[config.mk]
export PLATFORM = sky130hd
export DESIGN_NAME = sensor_sequencer_flat
export DESIGN_NICKNAME = d
export VERILOG_FILES = /design/src/logic/sensor_seq_pkg.sv /design/src/logic/sensor_link_if.sv /design/src/logic/cycle_timer.sv /design/src/logic/sensor_sequencer.sv /design/src/flat_wrapper.sv
export SDC_FILE = /design/constraint.sdc
export NUM_CORES = 1
export LEC_CHECK = 0
export ABC_AREA = 0
export BUFFER_PORTS_ARGS = -buffer_cell sky130_fd_sc_hd__buf_2
export CAP_MARGIN = 5
export CORE_ASPECT_RATIO = 0.8
export CORE_MARGIN = 8
export CORE_UTILIZATION = 45
export CTS_CLUSTER_DIAMETER = 200
export DETAILED_ROUTE_END_ITERATION = 7
export GPL_TIMING_DRIVEN = 0
export PLACE_DENSITY_LB_ADDON = 0.15
export SLEW_MARGIN = 15
export SYNTH_ARGS = -nofsm -noshare
export SYNTH_HDL_FRONTEND = slang
export SYNTH_SLANG_ARGS = --single-unit
[constraint.sdc]
create_clock -name core_clk -period 5.5 [get_ports core_clk]
set_clock_uncertainty 0.15 [all_clocks]
set_input_delay 1.1 -clock core_clk [delete_from_list [all_inputs] [get_ports core_clk]]
set_output_delay 1.1 -clock core_clk [all_outputs]
set_load 0.03 [all_outputs]
[src/logic/sensor_seq_pkg.sv]
/*
  Shared constants for the sensor power, boot and streaming sequencers:
  clock rate, sequence times and their cycle counts, frame geometry.
  Assumes a single 250 MHz core clock on both ends of the link.
*/
package sensor_seq_pkg;

  // core clock rate
  localparam int CORE_CLK_MHZ = 250;

  // supplies stable to reset release, least time
  localparam real SUPPLY_SETTLE_MS = 1.0;
  localparam int SUPPLY_SETTLE_CYCLES =
    int'($ceil(SUPPLY_SETTLE_MS * 1000.0 * CORE_CLK_MHZ));

  // pll lock: the sensor locks within this, the host waits at least it
  localparam real PLL_LOCK_MS = 1.0;
  localparam int PLL_LOCK_MAX_CYCLES =
    int'($floor(PLL_LOCK_MS * 1000.0 * CORE_CLK_MHZ));
  localparam int PLL_LOCK_WAIT_CYCLES =
    int'($ceil(PLL_LOCK_MS * 1000.0 * CORE_CLK_MHZ));

  // one-time memory load, in external input clock cycles
  localparam int BOOT_LOAD_EDGES = 160000;

  // width of every sequence counter
  localparam int TIMER_W = 20;

  // external input clock divider and serial lane count
  localparam int EXT_CLK_DIV = 4;
  localparam int LANE_MAX = 4;

  // frame geometry of the streaming model, in core cycles and lines
  localparam int LINE_ACTIVE = 16;
  localparam int LINE_TOTAL = 20;
  localparam int FRAME_ACTIVE = 8;
  localparam int FRAME_TOTAL = 10;

  // geometry counter widths
  localparam int PIX_W = 12;
  localparam int LINE_W = 12;

endpackage

[src/logic/sensor_link_if.sv]
/*
  Link between the host sequencer and the sensor sequencer: reset pin,
  external input clock and a minimal stream-control write channel.
  Assumes both ends share core_clk; the external clock is a plain level.
*/
`timescale 1ns/10ps
interface sensor_link_if;
  logic reset_n;
  logic external_input_clock;
  logic ctrl_wr;
  logic ctrl_stream_on;
  logic ctrl_line_stop;
  logic ctrl_ack;
  logic ctrl_err;
  logic stream_active;

  // host end drives pins and writes
  modport host
  (
    output reset_n,
    output external_input_clock,
    output ctrl_wr,
    output ctrl_stream_on,
    output ctrl_line_stop,
    input ctrl_ack,
    input ctrl_err,
    input stream_active
  );

  // sensor end answers writes and reports streaming
  modport sensor
  (
    input reset_n,
    input external_input_clock,
    input ctrl_wr,
    input ctrl_stream_on,
    input ctrl_line_stop,
    output ctrl_ack,
    output ctrl_err,
    output stream_active
  );
endinterface

[src/logic/cycle_timer.sv]
/*
  Down counter that finishes after a loaded number of ticks.
  Assumes start and tick are synchronous to core_clk; idle reads done.
*/
`timescale 1ns/10ps
module cycle_timer
#(
  parameter int WIDTH = 20
)
(
  // clock and control
  input wire logic core_clk,
  input wire logic reset,
  input wire logic ce,
  // load and count
  input wire logic start,
  input wire logic [WIDTH-1:0] load_value,
  input wire logic tick,
  // result
  output logic done
);
  logic [WIDTH-1:0] count_r;
  logic done_r;

  // start wins over tick, so a restart is never missed
  always_ff @(posedge core_clk)
  begin
    if (reset)
    begin
      count_r <= '0;
      done_r <= 1'b1;
    end
    else if (ce)
    begin
      if (start)
      begin
        count_r <= load_value;
        done_r <= (load_value == '0);
      end
      else if (!done_r && tick)
      begin
        count_r <= count_r - 1'b1;
        done_r <= (count_r == WIDTH'(1));
      end
    end
  end

  assign done = done_r;
endmodule

[src/logic/sensor_sequencer.sv]
/*
  Sensor end of the link: hard standby while the reset pin is low,
  one-time memory load counted on external input clock edges, pll lock,
  streaming and a stop that ends on a frame or line boundary.
  Assumes the link pins are synchronous to core_clk.
*/
`timescale 1ns/10ps
module sensor_sequencer
#(
  parameter int BOOT_EDGES = sensor_seq_pkg::BOOT_LOAD_EDGES,
  parameter int LOCK_CYCLES = sensor_seq_pkg::PLL_LOCK_MAX_CYCLES,
  parameter int LANE_COUNT = sensor_seq_pkg::LANE_MAX,
  parameter int LINE_ACTIVE = sensor_seq_pkg::LINE_ACTIVE,
  parameter int LINE_TOTAL = sensor_seq_pkg::LINE_TOTAL,
  parameter int FRAME_ACTIVE = sensor_seq_pkg::FRAME_ACTIVE,
  parameter int FRAME_TOTAL = sensor_seq_pkg::FRAME_TOTAL
)
(
  // clock, reset, enable
  input wire logic core_clk,
  input wire logic reset,
  input wire logic ce,
  // link to the host
  sensor_link_if.sensor link,
  // status toward the user
  output logic hard_standby,
  output logic boot_busy,
  output logic pll_locking,
  output logic streaming,
  // image timing toward the lanes
  output logic frame_valid,
  output logic line_valid,
  output logic [sensor_seq_pkg::LANE_MAX-1:0] lane_active
);
  typedef enum logic [2:0]
  {
    HARD_STANDBY,
    BOOT_LOAD,
    SOFT_STANDBY,
    PLL_LOCK,
    STREAMING,
    STOPPING
  } sensor_state_type;

  localparam int TW = sensor_seq_pkg::TIMER_W;
  localparam int PW = sensor_seq_pkg::PIX_W;
  localparam int LW = sensor_seq_pkg::LINE_W;

  sensor_state_type state_r;
  sensor_state_type state_nxt;
  logic ext_clk_prev_r;
  logic ext_rise;
  logic timer_start;
  logic [TW-1:0] timer_load;
  logic timer_tick;
  logic timer_done;
  logic wr_ok;
  logic wr_on;
  logic wr_off;
  logic stop_line_r;
  logic [PW-1:0] pix_r;
  logic [LW-1:0] line_r;
  logic line_end;
  logic frame_end;
  logic boundary;
  logic video_on;
  logic ack_r;
  logic err_r;
  logic stream_active_r;
  logic hard_standby_r;
  logic boot_busy_r;
  logic pll_locking_r;
  logic streaming_r;
  logic frame_valid_r;
  logic line_valid_r;
  logic [sensor_seq_pkg::LANE_MAX-1:0] lane_active_r;

  // true while the state carries video timing
  function automatic logic is_video(sensor_state_type s);
    return (s == STREAMING) || (s == STOPPING);
  endfunction

  // input clock edges; a stopped clock just stalls the load
  always_ff @(posedge core_clk)
  begin
    if (reset)
      ext_clk_prev_r <= 1'b0;
    else if (ce)
      ext_clk_prev_r <= link.external_input_clock;
  end

  assign ext_rise = link.external_input_clock && !ext_clk_prev_r;

  // writes are only acknowledged once the memory load has finished; earlier ones get ctrl_err
  assign wr_ok = (state_r != HARD_STANDBY) && (state_r != BOOT_LOAD);
  assign wr_on = link.ctrl_wr && wr_ok && link.ctrl_stream_on;
  assign wr_off = link.ctrl_wr && wr_ok && !link.ctrl_stream_on;

  // boundaries of the running frame
  assign line_end = (pix_r == PW'(LINE_TOTAL - 1));
  assign frame_end = line_end && (line_r == LW'(FRAME_TOTAL - 1));
  assign boundary = stop_line_r ? line_end : frame_end;
  assign video_on = is_video(state_r);

  // next state; reset pin handling sits in the state register
  always_comb
  begin
    state_nxt = state_r;
    unique case (state_r)
      HARD_STANDBY:
        state_nxt = BOOT_LOAD;
      BOOT_LOAD:
        if (timer_done)
          state_nxt = SOFT_STANDBY;
      SOFT_STANDBY:
        if (wr_on)
          state_nxt = PLL_LOCK;
      PLL_LOCK:
        if (wr_off)
          state_nxt = SOFT_STANDBY;
        else if (timer_done)
          state_nxt = STREAMING;
      STREAMING:
        if (wr_off)
          state_nxt = STOPPING;
      STOPPING:
        if (wr_on)
          state_nxt = STREAMING;
        else if (boundary)
          state_nxt = SOFT_STANDBY;
      default:
        state_nxt = HARD_STANDBY;
    endcase
  end

  // state register; a low reset pin overrides everything
  always_ff @(posedge core_clk)
  begin
    if (reset)
      state_r <= HARD_STANDBY;
    else if (ce)
    begin
      if (!link.reset_n)
        state_r <= HARD_STANDBY;
      else
        state_r <= state_nxt;
    end
  end

  // one timer serves both the load and the lock wait
  assign timer_start = link.reset_n &&
                       (state_r != state_nxt) &&
                       ((state_nxt == BOOT_LOAD) || (state_nxt == PLL_LOCK));
  assign timer_load = (state_nxt == BOOT_LOAD) ? TW'(BOOT_EDGES)
                                               : TW'(LOCK_CYCLES);
  assign timer_tick = (state_r == BOOT_LOAD) ? ext_rise : 1'b1;

  cycle_timer
  #(
    .WIDTH(TW)
  )
  seq_timer
  (
    .core_clk(core_clk),
    .reset(reset),
    .ce(ce),
    .start(timer_start),
    .load_value(timer_load),
    .tick(timer_tick),
    .done(timer_done)
  );

  // stop mode is latched with the standby write
  always_ff @(posedge core_clk)
  begin
    if (reset)
      stop_line_r <= 1'b0;
    else if (ce && wr_off)
      stop_line_r <= link.ctrl_line_stop;
  end

  // pixel and line counters restart with every stream start out of PLL_LOCK; a resume from STOPPING keeps counting
  always_ff @(posedge core_clk)
  begin
    if (reset)
    begin
      pix_r <= '0;
      line_r <= '0;
    end
    else if (ce)
    begin
      if (!video_on || !link.reset_n)
      begin
        pix_r <= '0;
        line_r <= '0;
      end
      else if (line_end)
      begin
        pix_r <= '0;
        line_r <= frame_end ? '0 : line_r + 1'b1;
      end
      else
        pix_r <= pix_r + 1'b1;
    end
  end

  // write answers, one cycle after the strobe
  always_ff @(posedge core_clk)
  begin
    if (reset)
    begin
      ack_r <= 1'b0;
      err_r <= 1'b0;
    end
    else if (ce)
    begin
      ack_r <= link.ctrl_wr && wr_ok;
      err_r <= link.ctrl_wr && !wr_ok;
    end
  end

  // status flags follow the next state, hard_standby the reset pin, so they match the answers
  always_ff @(posedge core_clk)
  begin
    if (reset)
    begin
      stream_active_r <= 1'b0;
      hard_standby_r <= 1'b1;
      boot_busy_r <= 1'b0;
      pll_locking_r <= 1'b0;
      streaming_r <= 1'b0;
    end
    else if (ce)
    begin
      stream_active_r <= link.reset_n && is_video(state_nxt);
      hard_standby_r <= !link.reset_n;
      boot_busy_r <= link.reset_n && (state_nxt == BOOT_LOAD);
      pll_locking_r <= link.reset_n && (state_nxt == PLL_LOCK);
      streaming_r <= link.reset_n && (state_nxt == STREAMING);
    end
  end

  // image timing; lanes idle outside the STREAMING and STOPPING states
  always_ff @(posedge core_clk)
  begin
    if (reset)
    begin
      frame_valid_r <= 1'b0;
      line_valid_r <= 1'b0;
      lane_active_r <= '0;
    end
    else if (ce)
    begin
      frame_valid_r <= video_on && (line_r < LW'(FRAME_ACTIVE));
      line_valid_r <= video_on && (line_r < LW'(FRAME_ACTIVE)) &&
                      (pix_r < PW'(LINE_ACTIVE));
      lane_active_r <= video_on
        ? sensor_seq_pkg::LANE_MAX'((1 << LANE_COUNT) - 1)
        : '0;
    end
  end

  assign link.ctrl_ack = ack_r;
  assign link.ctrl_err = err_r;
  assign link.stream_active = stream_active_r;
  assign hard_standby = hard_standby_r;
  assign boot_busy = boot_busy_r;
  assign pll_locking = pll_locking_r;
  assign streaming = streaming_r;
  assign frame_valid = frame_valid_r;
  assign line_valid = line_valid_r;
  assign lane_active = lane_active_r;
endmodule

[src/flat_wrapper.sv]
// flat-port wrapper written by rule: the top's interface ports become plain ports
module sensor_sequencer_flat 
#(
  parameter int BOOT_EDGES = sensor_seq_pkg::BOOT_LOAD_EDGES,
  parameter int LOCK_CYCLES = sensor_seq_pkg::PLL_LOCK_MAX_CYCLES,
  parameter int LANE_COUNT = sensor_seq_pkg::LANE_MAX,
  parameter int LINE_ACTIVE = sensor_seq_pkg::LINE_ACTIVE,
  parameter int LINE_TOTAL = sensor_seq_pkg::LINE_TOTAL,
  parameter int FRAME_ACTIVE = sensor_seq_pkg::FRAME_ACTIVE,
  parameter int FRAME_TOTAL = sensor_seq_pkg::FRAME_TOTAL
)
  (core_clk, reset, ce, hard_standby, boot_busy, pll_locking, streaming, frame_valid, line_valid, lane_active, link_reset_n, link_external_input_clock, link_ctrl_wr, link_ctrl_stream_on, link_ctrl_line_stop, link_ctrl_ack, link_ctrl_err, link_stream_active);
  sensor_link_if link_i ();
  input wire logic core_clk;
  input wire logic reset;
  input wire logic ce;
  output logic hard_standby;
  output logic boot_busy;
  output logic pll_locking;
  output logic streaming;
  output logic frame_valid;
  output logic line_valid;
  output logic [sensor_seq_pkg::LANE_MAX-1:0] lane_active;
  input wire logic [$bits(link_i.reset_n)-1:0] link_reset_n;
  input wire logic [$bits(link_i.external_input_clock)-1:0] link_external_input_clock;
  input wire logic [$bits(link_i.ctrl_wr)-1:0] link_ctrl_wr;
  input wire logic [$bits(link_i.ctrl_stream_on)-1:0] link_ctrl_stream_on;
  input wire logic [$bits(link_i.ctrl_line_stop)-1:0] link_ctrl_line_stop;
  output wire logic [$bits(link_i.ctrl_ack)-1:0] link_ctrl_ack;
  output wire logic [$bits(link_i.ctrl_err)-1:0] link_ctrl_err;
  output wire logic [$bits(link_i.stream_active)-1:0] link_stream_active;
  assign link_i.reset_n = link_reset_n;
  assign link_i.external_input_clock = link_external_input_clock;
  assign link_i.ctrl_wr = link_ctrl_wr;
  assign link_i.ctrl_stream_on = link_ctrl_stream_on;
  assign link_i.ctrl_line_stop = link_ctrl_line_stop;
  assign link_ctrl_ack = link_i.ctrl_ack;
  assign link_ctrl_err = link_i.ctrl_err;
  assign link_stream_active = link_i.stream_active;
  sensor_sequencer #(.BOOT_EDGES(BOOT_EDGES), .LOCK_CYCLES(LOCK_CYCLES), .LANE_COUNT(LANE_COUNT), .LINE_ACTIVE(LINE_ACTIVE), .LINE_TOTAL(LINE_TOTAL), .FRAME_ACTIVE(FRAME_ACTIVE), .FRAME_TOTAL(FRAME_TOTAL)) u_core (.core_clk(core_clk), .reset(reset), .ce(ce), .link(link_i), .hard_standby(hard_standby), .boot_busy(boot_busy), .pll_locking(pll_locking), .streaming(streaming), .frame_valid(frame_valid), .line_valid(line_valid), .lane_active(lane_active));
endmodule
## Yosys cells after proc, flatten, opt, wreduce, memory -nomap -nowiden

Cells that the tools add are included.

| storage, ports and cells | value |
|---|---|
| flip-flop bits (word level) | 63 |
| output and inout bits | 13 |
| word-level logic and storage cells | 92 |

| operators by class | value |
|---|---|
| equal/unequal tests | 14 |
| reduce and logical (&&, ||, !) cells | 34 |
| $lt $le $gt $ge | 2 |
| $add $sub $neg | 3 |
| multiplexer cells | 22 |

Operators with widths:

| kind | number |
|---|---|
| $mux 12 | 5 |
| $mux 20 | 2 |
| $add 12x1->12 const B | 2 |
| $mux 3 | 8 |
| $eq 20x1->1 const B | 1 |
| $logic_not 20->1 | 1 |
| $sub 20x1->20 const B | 1 |
| $pmux 3 s6 | 1 |
| $logic_and 1x1->1 | 17 |
| $mux 17 | 1 |
| $eq 12x4->1 const B | 1 |
| $eq 12x5->1 const B | 1 |
| $eq 3x3->1 const B | 4 |
| $lt 12x4->1 const B | 1 |
| $lt 12x5->1 const B | 1 |
| $eq 3x2->1 const B | 3 |
| $eq 3x1->1 const B | 2 |
| $logic_not 1->1 | 6 |
| $logic_or 1x1->1 | 4 |
| $mux 1 | 4 |
| $mux 4 | 1 |
| $reduce_and 2->1 | 2 |
| $reduce_bool 2->1 | 2 |
| $logic_not 3->1 | 1 |
| other kinds (3) | 3 |

## Logic depth before layout (Yosys ltp)

Gate-level depths: netlist of the first run.

| logic depth | value |
|---|---|
| word-level depth | 11 |
| gate-level depth with buffers | 9 |
| gate-level depth less buffers | 8 |

## Modules after synthesis

From an unflattened synthesis of the first run, not the netlist that was laid out.

| second synthesis, totals | value |
|---|---|
| cells, all modules | 431 |
| area total of the unflattened synthesis | 3418.3 µm² |

By module, submodules not included:

| module | times used | area an instance (µm²) | sequential area each (µm²) | cells each |
|---|---|---|---|---|
| sensor_sequencer | 1 | 2024.4 | 780.7 | 239 |
| cycle_timer | 1 | 1393.8 | 420.4 | 192 |

## Worst setup path after synthesis of the first run

OpenSTA, ideal clock, no wires.

| timing | value |
|---|---|
| kind | input to register |
| start point | input link_ctrl_wr |
| end point | register u_core.seq_timer.count_r[17] |
| library setup time | 74 ps |
| stages on the path | 8 |
| arrival time | 2812 ps |
| required time | 5276 ps |
| path slack | 2464 ps |
| path through | buf_4 > mux2i_1 > a2111oi_4 > or2_2 > buf_4 > o21ai_4 > or4_1 > a31oi_1 |

| between the ends | value |
|---|---|
| cells in the longest elaborated chain, start to end | 9 |
| elaborated cells on any way between the ends | 17 |

RTL lines:

| what | RTL line | source |
|---|---|---|
| start: declaration | flat_wrapper.sv:26 | `input wire logic [$bits(link_i.ctrl_wr)-1:0] link_ctrl_wr;` |
| $logic_and 1x1->1 * | sensor_sequencer.sv:96, sensor_sequencer.sv:97 |  |
| $logic_and 1x1->1, on equally long branches | sensor_sequencer.sv:96, sensor_sequencer.sv:97 |  |
| $mux 3, on equally long branches | - |  |
| $pmux 3 s6 * | sensor_sequencer.sv:109 | `unique case (state_r)` |
| $ne 3x3->1, or another cell as far along | sensor_sequencer.sv:152 | `(state_r != state_nxt) &&` |
| $logic_and 1x1->1 or $logic_or 1x1->1 (tied branches) | sensor_sequencer.sv:151, sensor_sequencer.sv:153 |  |
| $logic_and 1x1->1 * | sensor_sequencer.sv:152 |  |
| $reduce_bool 2->1 (no source line) | - |  |
| $reduce_and 2->1 (no source line) | - |  |
| end signal: assignment | cycle_timer.sv:37 | `count_r <= load_value;` |
| end signal: assignment | cycle_timer.sv:42 | `count_r <= count_r - 1'b1;` |
| end: declaration | cycle_timer.sv:22 | `logic [WIDTH-1:0] count_r;` |

Every way passes the cells marked *; elsewhere a longest branch is shown, timed or not.
A chain may end at the register's enable or synchronous reset.

## Final worst setup path of the first run

| timing | value |
|---|---|
| start point | input ce |
| end point | register u_core.seq_timer.count_r[17] |

| between the ends | value |
|---|---|
| cells in the longest elaborated chain, start to end | 1 |

RTL lines:

| what | RTL line | source |
|---|---|---|
| start: declaration | flat_wrapper.sv:16 | `input wire logic ce;` |
| $reduce_and 2->1 (no source line) | - |  |

Every way passes these cells.

==> results of run 1 <==
-- area by class of cell --
class / count / area (um2) / area share (%)
clock buffers: 9 / 124 / 3.47
multi-input cells: 278 / 1800 / 50.4
clock inverters: 7 / 77.6 / 2.18
inverters: 14 / 52.6 / 1.47
plain buffers: 23 / 120 / 3.37
well taps: 87 / 109 / 3.05
flip-flops and latches: 60 / 1200 / 33.7
repair buffers: 17 / 85.1 / 2.39
-- final timing paths --
check	from	end	slack, ns	cells past startpoint
worst max-delay path	ce	u_core.seq_timer.count_r[17]	2.36	7
worst min-delay path	u_core.line_valid	u_core.line_valid	0.32	2
worst max register to register	u_core.pix_r[0]	u_core.seq_timer.count_r[0]	2.72	8
worst min register to register	u_core.line_valid	u_core.line_valid	0.32	2
-- power groups by stage --
| stage | sequential (mW) | combinational, mW | clock, mW |
|---|---|---|---|
| 4_1_cts | 0.473 | 0.198 | 0.409 |
| 6_report | 0.473 | 0.199 | 0.401 |
| 5_1_grt | 0.477 | 0.224 | 0.427 |
| 2_1_floorplan | 0.481 | 0.151 | 0 |
| 3_3_place_gp | 0.482 | 0.193 | 0 |
| 3_5_place_dp | 0.482 | 0.197 | 0 |
-- cell families (layout without fill, tap and decap cells) --
kind of cell	Yosys count	in the layout
compound gates	67	67
buf+inv	37	70
mux	11	11
xor+xnor	30	30
flops	60	60
fa+ha+maj	5	5
simple gates	165	165
-- registers in the layout (all words and copies together) (netlist names), 3 cells and up --
name,cells
u_core.seq_timer.count_r,20
u_core.pix_r,12
u_core.state_r,3
u_core.line_r,12
-- critical path, cell delays in order --
cell and delay, ns:
buf_2 0.21, inv_1 0.13, a311oi_2 0.57, a2111o_1 0.39, o21ai_4 0.15, or4_1 0.53
a31oi_1 0.17
-- per-layer routing --
metal / routed length, um / share of wire (%)
met1: 4060 / 54
met2: 3100 / 41
met3: 389 / 5.1
met4: 29 / 0.38
met5: 0 / 0
-- cell usage in the layout (no fill, tap or decap), types with 2 or more instances in the layout --
master      count
or3_1           2
or2_2           3
nand2b_1        9
a21o_1          2
xnor2_1        14
inv_1          14
nor2b_1         2
nand3_1        17
buf_2          20
nand4b_1        2
clkinvlp_4      4
clkinv_4        2
ha_1            5
nor4_1          7
clkbuf_8        9
o21ai_0         4
a22o_1          2
a21oi_1        21
nor2_1         56
nand4_1         9
and3_1          3
nor4_2          3
o211ai_1        6
xor2_1         16
nand2_1        25
or4_1           7
o32ai_1         4
clkbuf_1        9
dfxtp_1        60
nor3b_1         2
a22oi_1         2
o31ai_1         7
a31oi_1         4
mux2i_1        10
nor3_1         10
buf_4           8
and3b_1         2
buf_1           3
-- metrics by stage --
stage	total power, mW	utilization (%)
6_report	1.07	52.0
5_1_grt	1.13	52.0
4_1_cts	1.08	52.0
3_5_place_dp	0.680	49.1
3_3_place_gp	0.675	49.1
2_1_floorplan	0.632	-
==> impl_metrics.tcl, run 1 <==
set metrics [dict create \
    p_int_mw 0.741 \
    muxShareOfSynthArea_pct 3.51 \
    clock_path_buffers 2 \
    ant_nets 0 \
    synth_top_family_by_area "simple AND/OR/NAND/NOR gates" \
    grt_setup_unrepaired "no" \
    grt_pass1_vias 2672 \
    clk-insertion-delay-late_ns 0.34 \
    synth_compound_area_share_pct 15.9 \
    synth-edff-count 0 \
    place_ws_ns 2.03 \
    htreeDepth 3 \
    yosysSeqAreaShare_pct 37.9 \
    yosys.area.top_type "dfxtp_1" \
    p_clk_share_pct 37.3 \
    fmax_mhz 319 \
    grt_max_degree 13 \
    synth_xor_xnor_area_share_pct 8.29 \
    synthTopCellsByArea "dfxtp_1 38%, nor2_1 6.6%, xor2_1 4.4%, xnor2_1 3.9%, a21oi_1 3.3%" \
    use_met3_pct 4.17 \
    finalCriticalPeriod_ns 3.14 \
    placed_cell_area_mm2 0.00336 \
    core_area_mm2 0.00686 \
    synth_top_area_share_pct 37.9 \
    top_level_ports 21 \
    grt_remaining_overflow 0 \
    die_h_um 91.1 \
    p_seq_share_pct 44.1 \
    async_flop_share_pct 0 \
    cts_tree "built" \
    dp.final_hpwl_um 5430 \
    syn_inst 375 \
    ys_top_cells_by_count "60 x dfxtp_1, 56 x nor2_1, 25 x nand2_1, 21 x a21oi_1, 17 x nand3_1" \
    gr-max-usage-layer "met1" \
    cts_sinks 60 \
    slew_viol_final 0 \
    critPathLaunchType "input port" \
    nNetsFinal 416 \
    yosysMostFrequentCell "dfxtp_1" \
    n_antenna_cell 0 \
    routedWlPerCell_um 15.3 \
    cts_setup_buffers 0 \
    whs_ns 0.315 \
    track_usage_pct 15.9 \
    vias_per_cell 5.52 \
    power_density_mw_per_mm2 301 \
    io_buffers 17 \
    hold_path.class "flop to flop" \
    stdcell_count 495 \
    synth_nets 388 \
    path_class "input port to flop" \
    fin_ws_ns 2.36 \
    slew_headroom_pct 55.2 \
    syn-cell-area_mm2 0.00317 \
    drive_gt1_share_pct 14.7 \
    cts_root_buf "clkbuf_8" \
    initial_utilization_pct 46.2 \
    fp.dieArea_mm2 0.0100 \
    leakage_nw 1.33 \
    setup_violations 0 \
    hold_buffers 0 \
    synth_simple_gate_area_share_pct 27.0 \
    ys.flop_type "dfxtp_1" \
    use_met2_pct 21.7 \
    combPwrFrac_pct 18.6 \
    synth_cell_type_count 57 \
    crit_fanout 10 \
    finalHoldViolations 0 \
    run_status "finished clean" \
    crit_arrival_ns 3.26 \
    synthToLayoutAreaGrowth_pct 12.5 \
    design_area_mm2 0.00357 \
    p_switching_mw 0.332 \
    worst_setup_path_end_kind "flop" \
    period_share_pct 57.1 \
    setup_tns_ns 0 \
    clk_pin_slew_ns 0.07 \
    cts_resized 0 \
    yosysWarnings 0 \
    n_fill_cell 673 \
    irDropWorstVdd_uv 144 \
    worstMarginPinSlew_ns 0.672 \
    yosys.area_share.adder_pct 1.97 \
    use_met1_pct 22.8 \
    die_w_um 110 \
    syn_avg_cell_area_um2 8.45 \
    synth-seq-cells 60 \
    route.vias.total 2732 \
    required_ns 5.62 \
    drtPass1Iterations 4 \
    grt_pass1_wl_um 12900 \
    gp_congestion 0.874 \
    first_iter_violations 140 \
    antenna_found_initial 0 \
    routed_wl_um 7580 \
    fp-row-count 27 \
    placed_cells 479 \
    numCtsBuffers 9 \
    swShare_pct 31.0 \
    drc 0 \
    max_cap_viol_count 0 \
]
Note: power is estimated with default switching activity, not from simulation.
==> run 2, diff against run 1 <==
==> constraint.sdc (replaced) <==
create_clock -name core_clk -period 2.9 [get_ports core_clk]
set_clock_uncertainty 0.15 [all_clocks]
set_input_delay 0.58 -clock core_clk [delete_from_list [all_inputs] [get_ports core_clk]]
set_output_delay 0.58 -clock core_clk [all_outputs]
set_load 0.03 [all_outputs]
==> impl_metrics.tcl, run 2 (synthesized netlist as in run 1, its figures left out) <==
set metrics [dict create \
    vias_per_cell 5.55 \
    top_level_ports 21 \
    numCtsBuffers 9 \
    cts_root_buf "clkbuf_8" \
    hold_buffers 0 \
    largest_register_ffs 20 \
    path_class "flop to flop" \
    worst_setup_path_end_kind "flop" \
    track_usage_pct 15.9 \
    required_ns 3.02 \
    crit_fanout 10 \
    fmax_mhz 373 \
    placed_cells 479 \
    crit_arrival_ns 2.79 \
    ant_nets 0 \
    power_density_mw_per_mm2 569 \
    die_h_um 91.1 \
    setup_violations 0 \
    routedWlPerCell_um 15.3 \
    critPathLaunchType "flop" \
    drtPass1Iterations 4 \
    drc 0 \
    slew_headroom_pct 55.0 \
    slowest_stage "a311oi_2" \
    grt_pass1_wl_um 12900 \
    core_area_mm2 0.00686 \
    whs_ns 0.315 \
    dp.final_hpwl_um 5430 \
    fp.dieArea_mm2 0.0100 \
    htreeDepth 3 \
    setup_tns_ns 0 \
    design_area_mm2 0.00357 \
    route.vias.total 2743 \
    initial_utilization_pct 46.2 \
    period_share_pct 92.3 \
    slew_viol_final 0 \
    grt_max_degree 13 \
    clock_path_buffers 2 \
    leakage_nw 1.33 \
    n_antenna_cell 0 \
    max_flop_register "u_core.seq_timer.count_r" \
    reg_top3 "u_core.seq_timer.count_r x20, u_core.line_r x12, u_core.pix_r x12" \
    placed_cell_area_mm2 0.00336 \
    nNetsFinal 415 \
    finalCriticalPeriod_ns 2.68 \
    finalHoldViolations 0 \
    n_fill_cell 673 \
    cts_sinks 60 \
    first_iter_violations 158 \
    critical_path.max_stage_delay_ns 0.64 \
    die_w_um 110 \
    io_buffers 17 \
    cts_tree "built" \
    drive_gt1_share_pct 14.7 \
    cts_setup_buffers 0 \
    path_buf_inv 1 \
    worstMarginPinSlew_ns 0.675 \
    run_status "finished clean" \
    gp_congestion 0.874 \
    stdcell_count 494 \
    place_ws_ns -0.0479 \
    grt_remaining_overflow 0 \
    hold_path.class "flop to flop" \
    routed_wl_um 7550 \
    clk-insertion-delay-late_ns 0.34 \
    grt_pass1_vias 2672 \
    synthToLayoutAreaGrowth_pct 12.7 \
    fp-row-count 27 \
    path_delay_family "compound AO/OA/AOI/OAI gates" \
    layout_common_cells "60 x dfxtp_1, 56 x nor2_1, 25 x nand2_1, 21 x a21oi_1, 20 x buf_2" \
    cp_cell_sequence "buf_4 > nor2_1 > a311oi_2 > a2111o_1 > o21ai_4 > or4_1 > a21oi_1" \
    final_common_cell "dfxtp_1" \
    fin_ws_ns 0.222 \
    clk_pin_slew_ns 0.08 \
    antenna_found_initial 0 \
    grt_setup_unrepaired "no" \
    max_cap_viol_count 0 \
    irDropWorstVdd_uv 272 \
]
-- run 2: cell count changes in the layout (fill, tap and decap cells not counted), sizes merged --
cell / before / now
clkbuf: 18 / 17
-- run 2: through the flow --
step	power (mW)	utilization, %
2_1_floorplan	1.20	-
3_3_place_gp	1.28	49.1
3_5_place_dp	1.29	49.1
4_1_cts	2.05	52.0
5_1_grt	2.14	52.1
6_report	2.03	52.1
-- run 2: where the power goes --
part	switching (mW)	internal (mW)	total (mW)
sequential	0.0349	0.863	0.897
combinational	0.235	0.145	0.379
clock	0.358	0.398	0.756
total	0.627	1.41	2.03
-- run 2: worst register-to-register path, delay by kind of cell (launching register included) --
kind                   cells  cell delay, ns
and+or+nand+nor            2            0.64
DFF                        1            0.31
AOI/OAI and AO/OA          4            1.34
buffers and inverters      1            0.16
-- run 2: repair_timing --
| action | in CTS | in global routing |
|---|---|---|
| setup endpoints to repair | 0 | 10 |
| endpoints found under the hold margin | 0 | 0 |
| gates resized for setup | 0 | 1 |
-- run 2: final timing paths --
check	start	endpoint	slack, ns	depth (start not counted)
worst max-delay path	u_core.state_r[2]	u_core.seq_timer.count_r[19]	0.22	7
worst min register to register	u_core.line_valid	u_core.line_valid	0.32	2
worst min-delay path	u_core.line_valid	u_core.line_valid	0.32	2
worst max register to register	u_core.state_r[2]	u_core.seq_timer.count_r[19]	0.22	7
-- run 2: cell type report --
cell class | instances | area [um2] | area share, %
flip-flops and latches | 60 | 1200 | 33.6
clock buffers | 9 | 124 | 3.47
well taps | 87 | 109 | 3.05
clock inverters | 7 | 77.6 | 2.17
repair buffers | 17 | 85.1 | 2.38
multi-input cells | 278 | 1810 | 50.6
plain buffers | 22 | 116 | 3.26
inverters | 14 | 52.6 | 1.47
-- run 2: layer usage --
layer	up-vias	part of all wire (%)	global-route usage, %
met5	-	0	0
met4	0	0.94	5.95
met3	8	4.7	4.17
met2	48	41	21.7
met1	1303	54	22.8
li1	1384	-	-
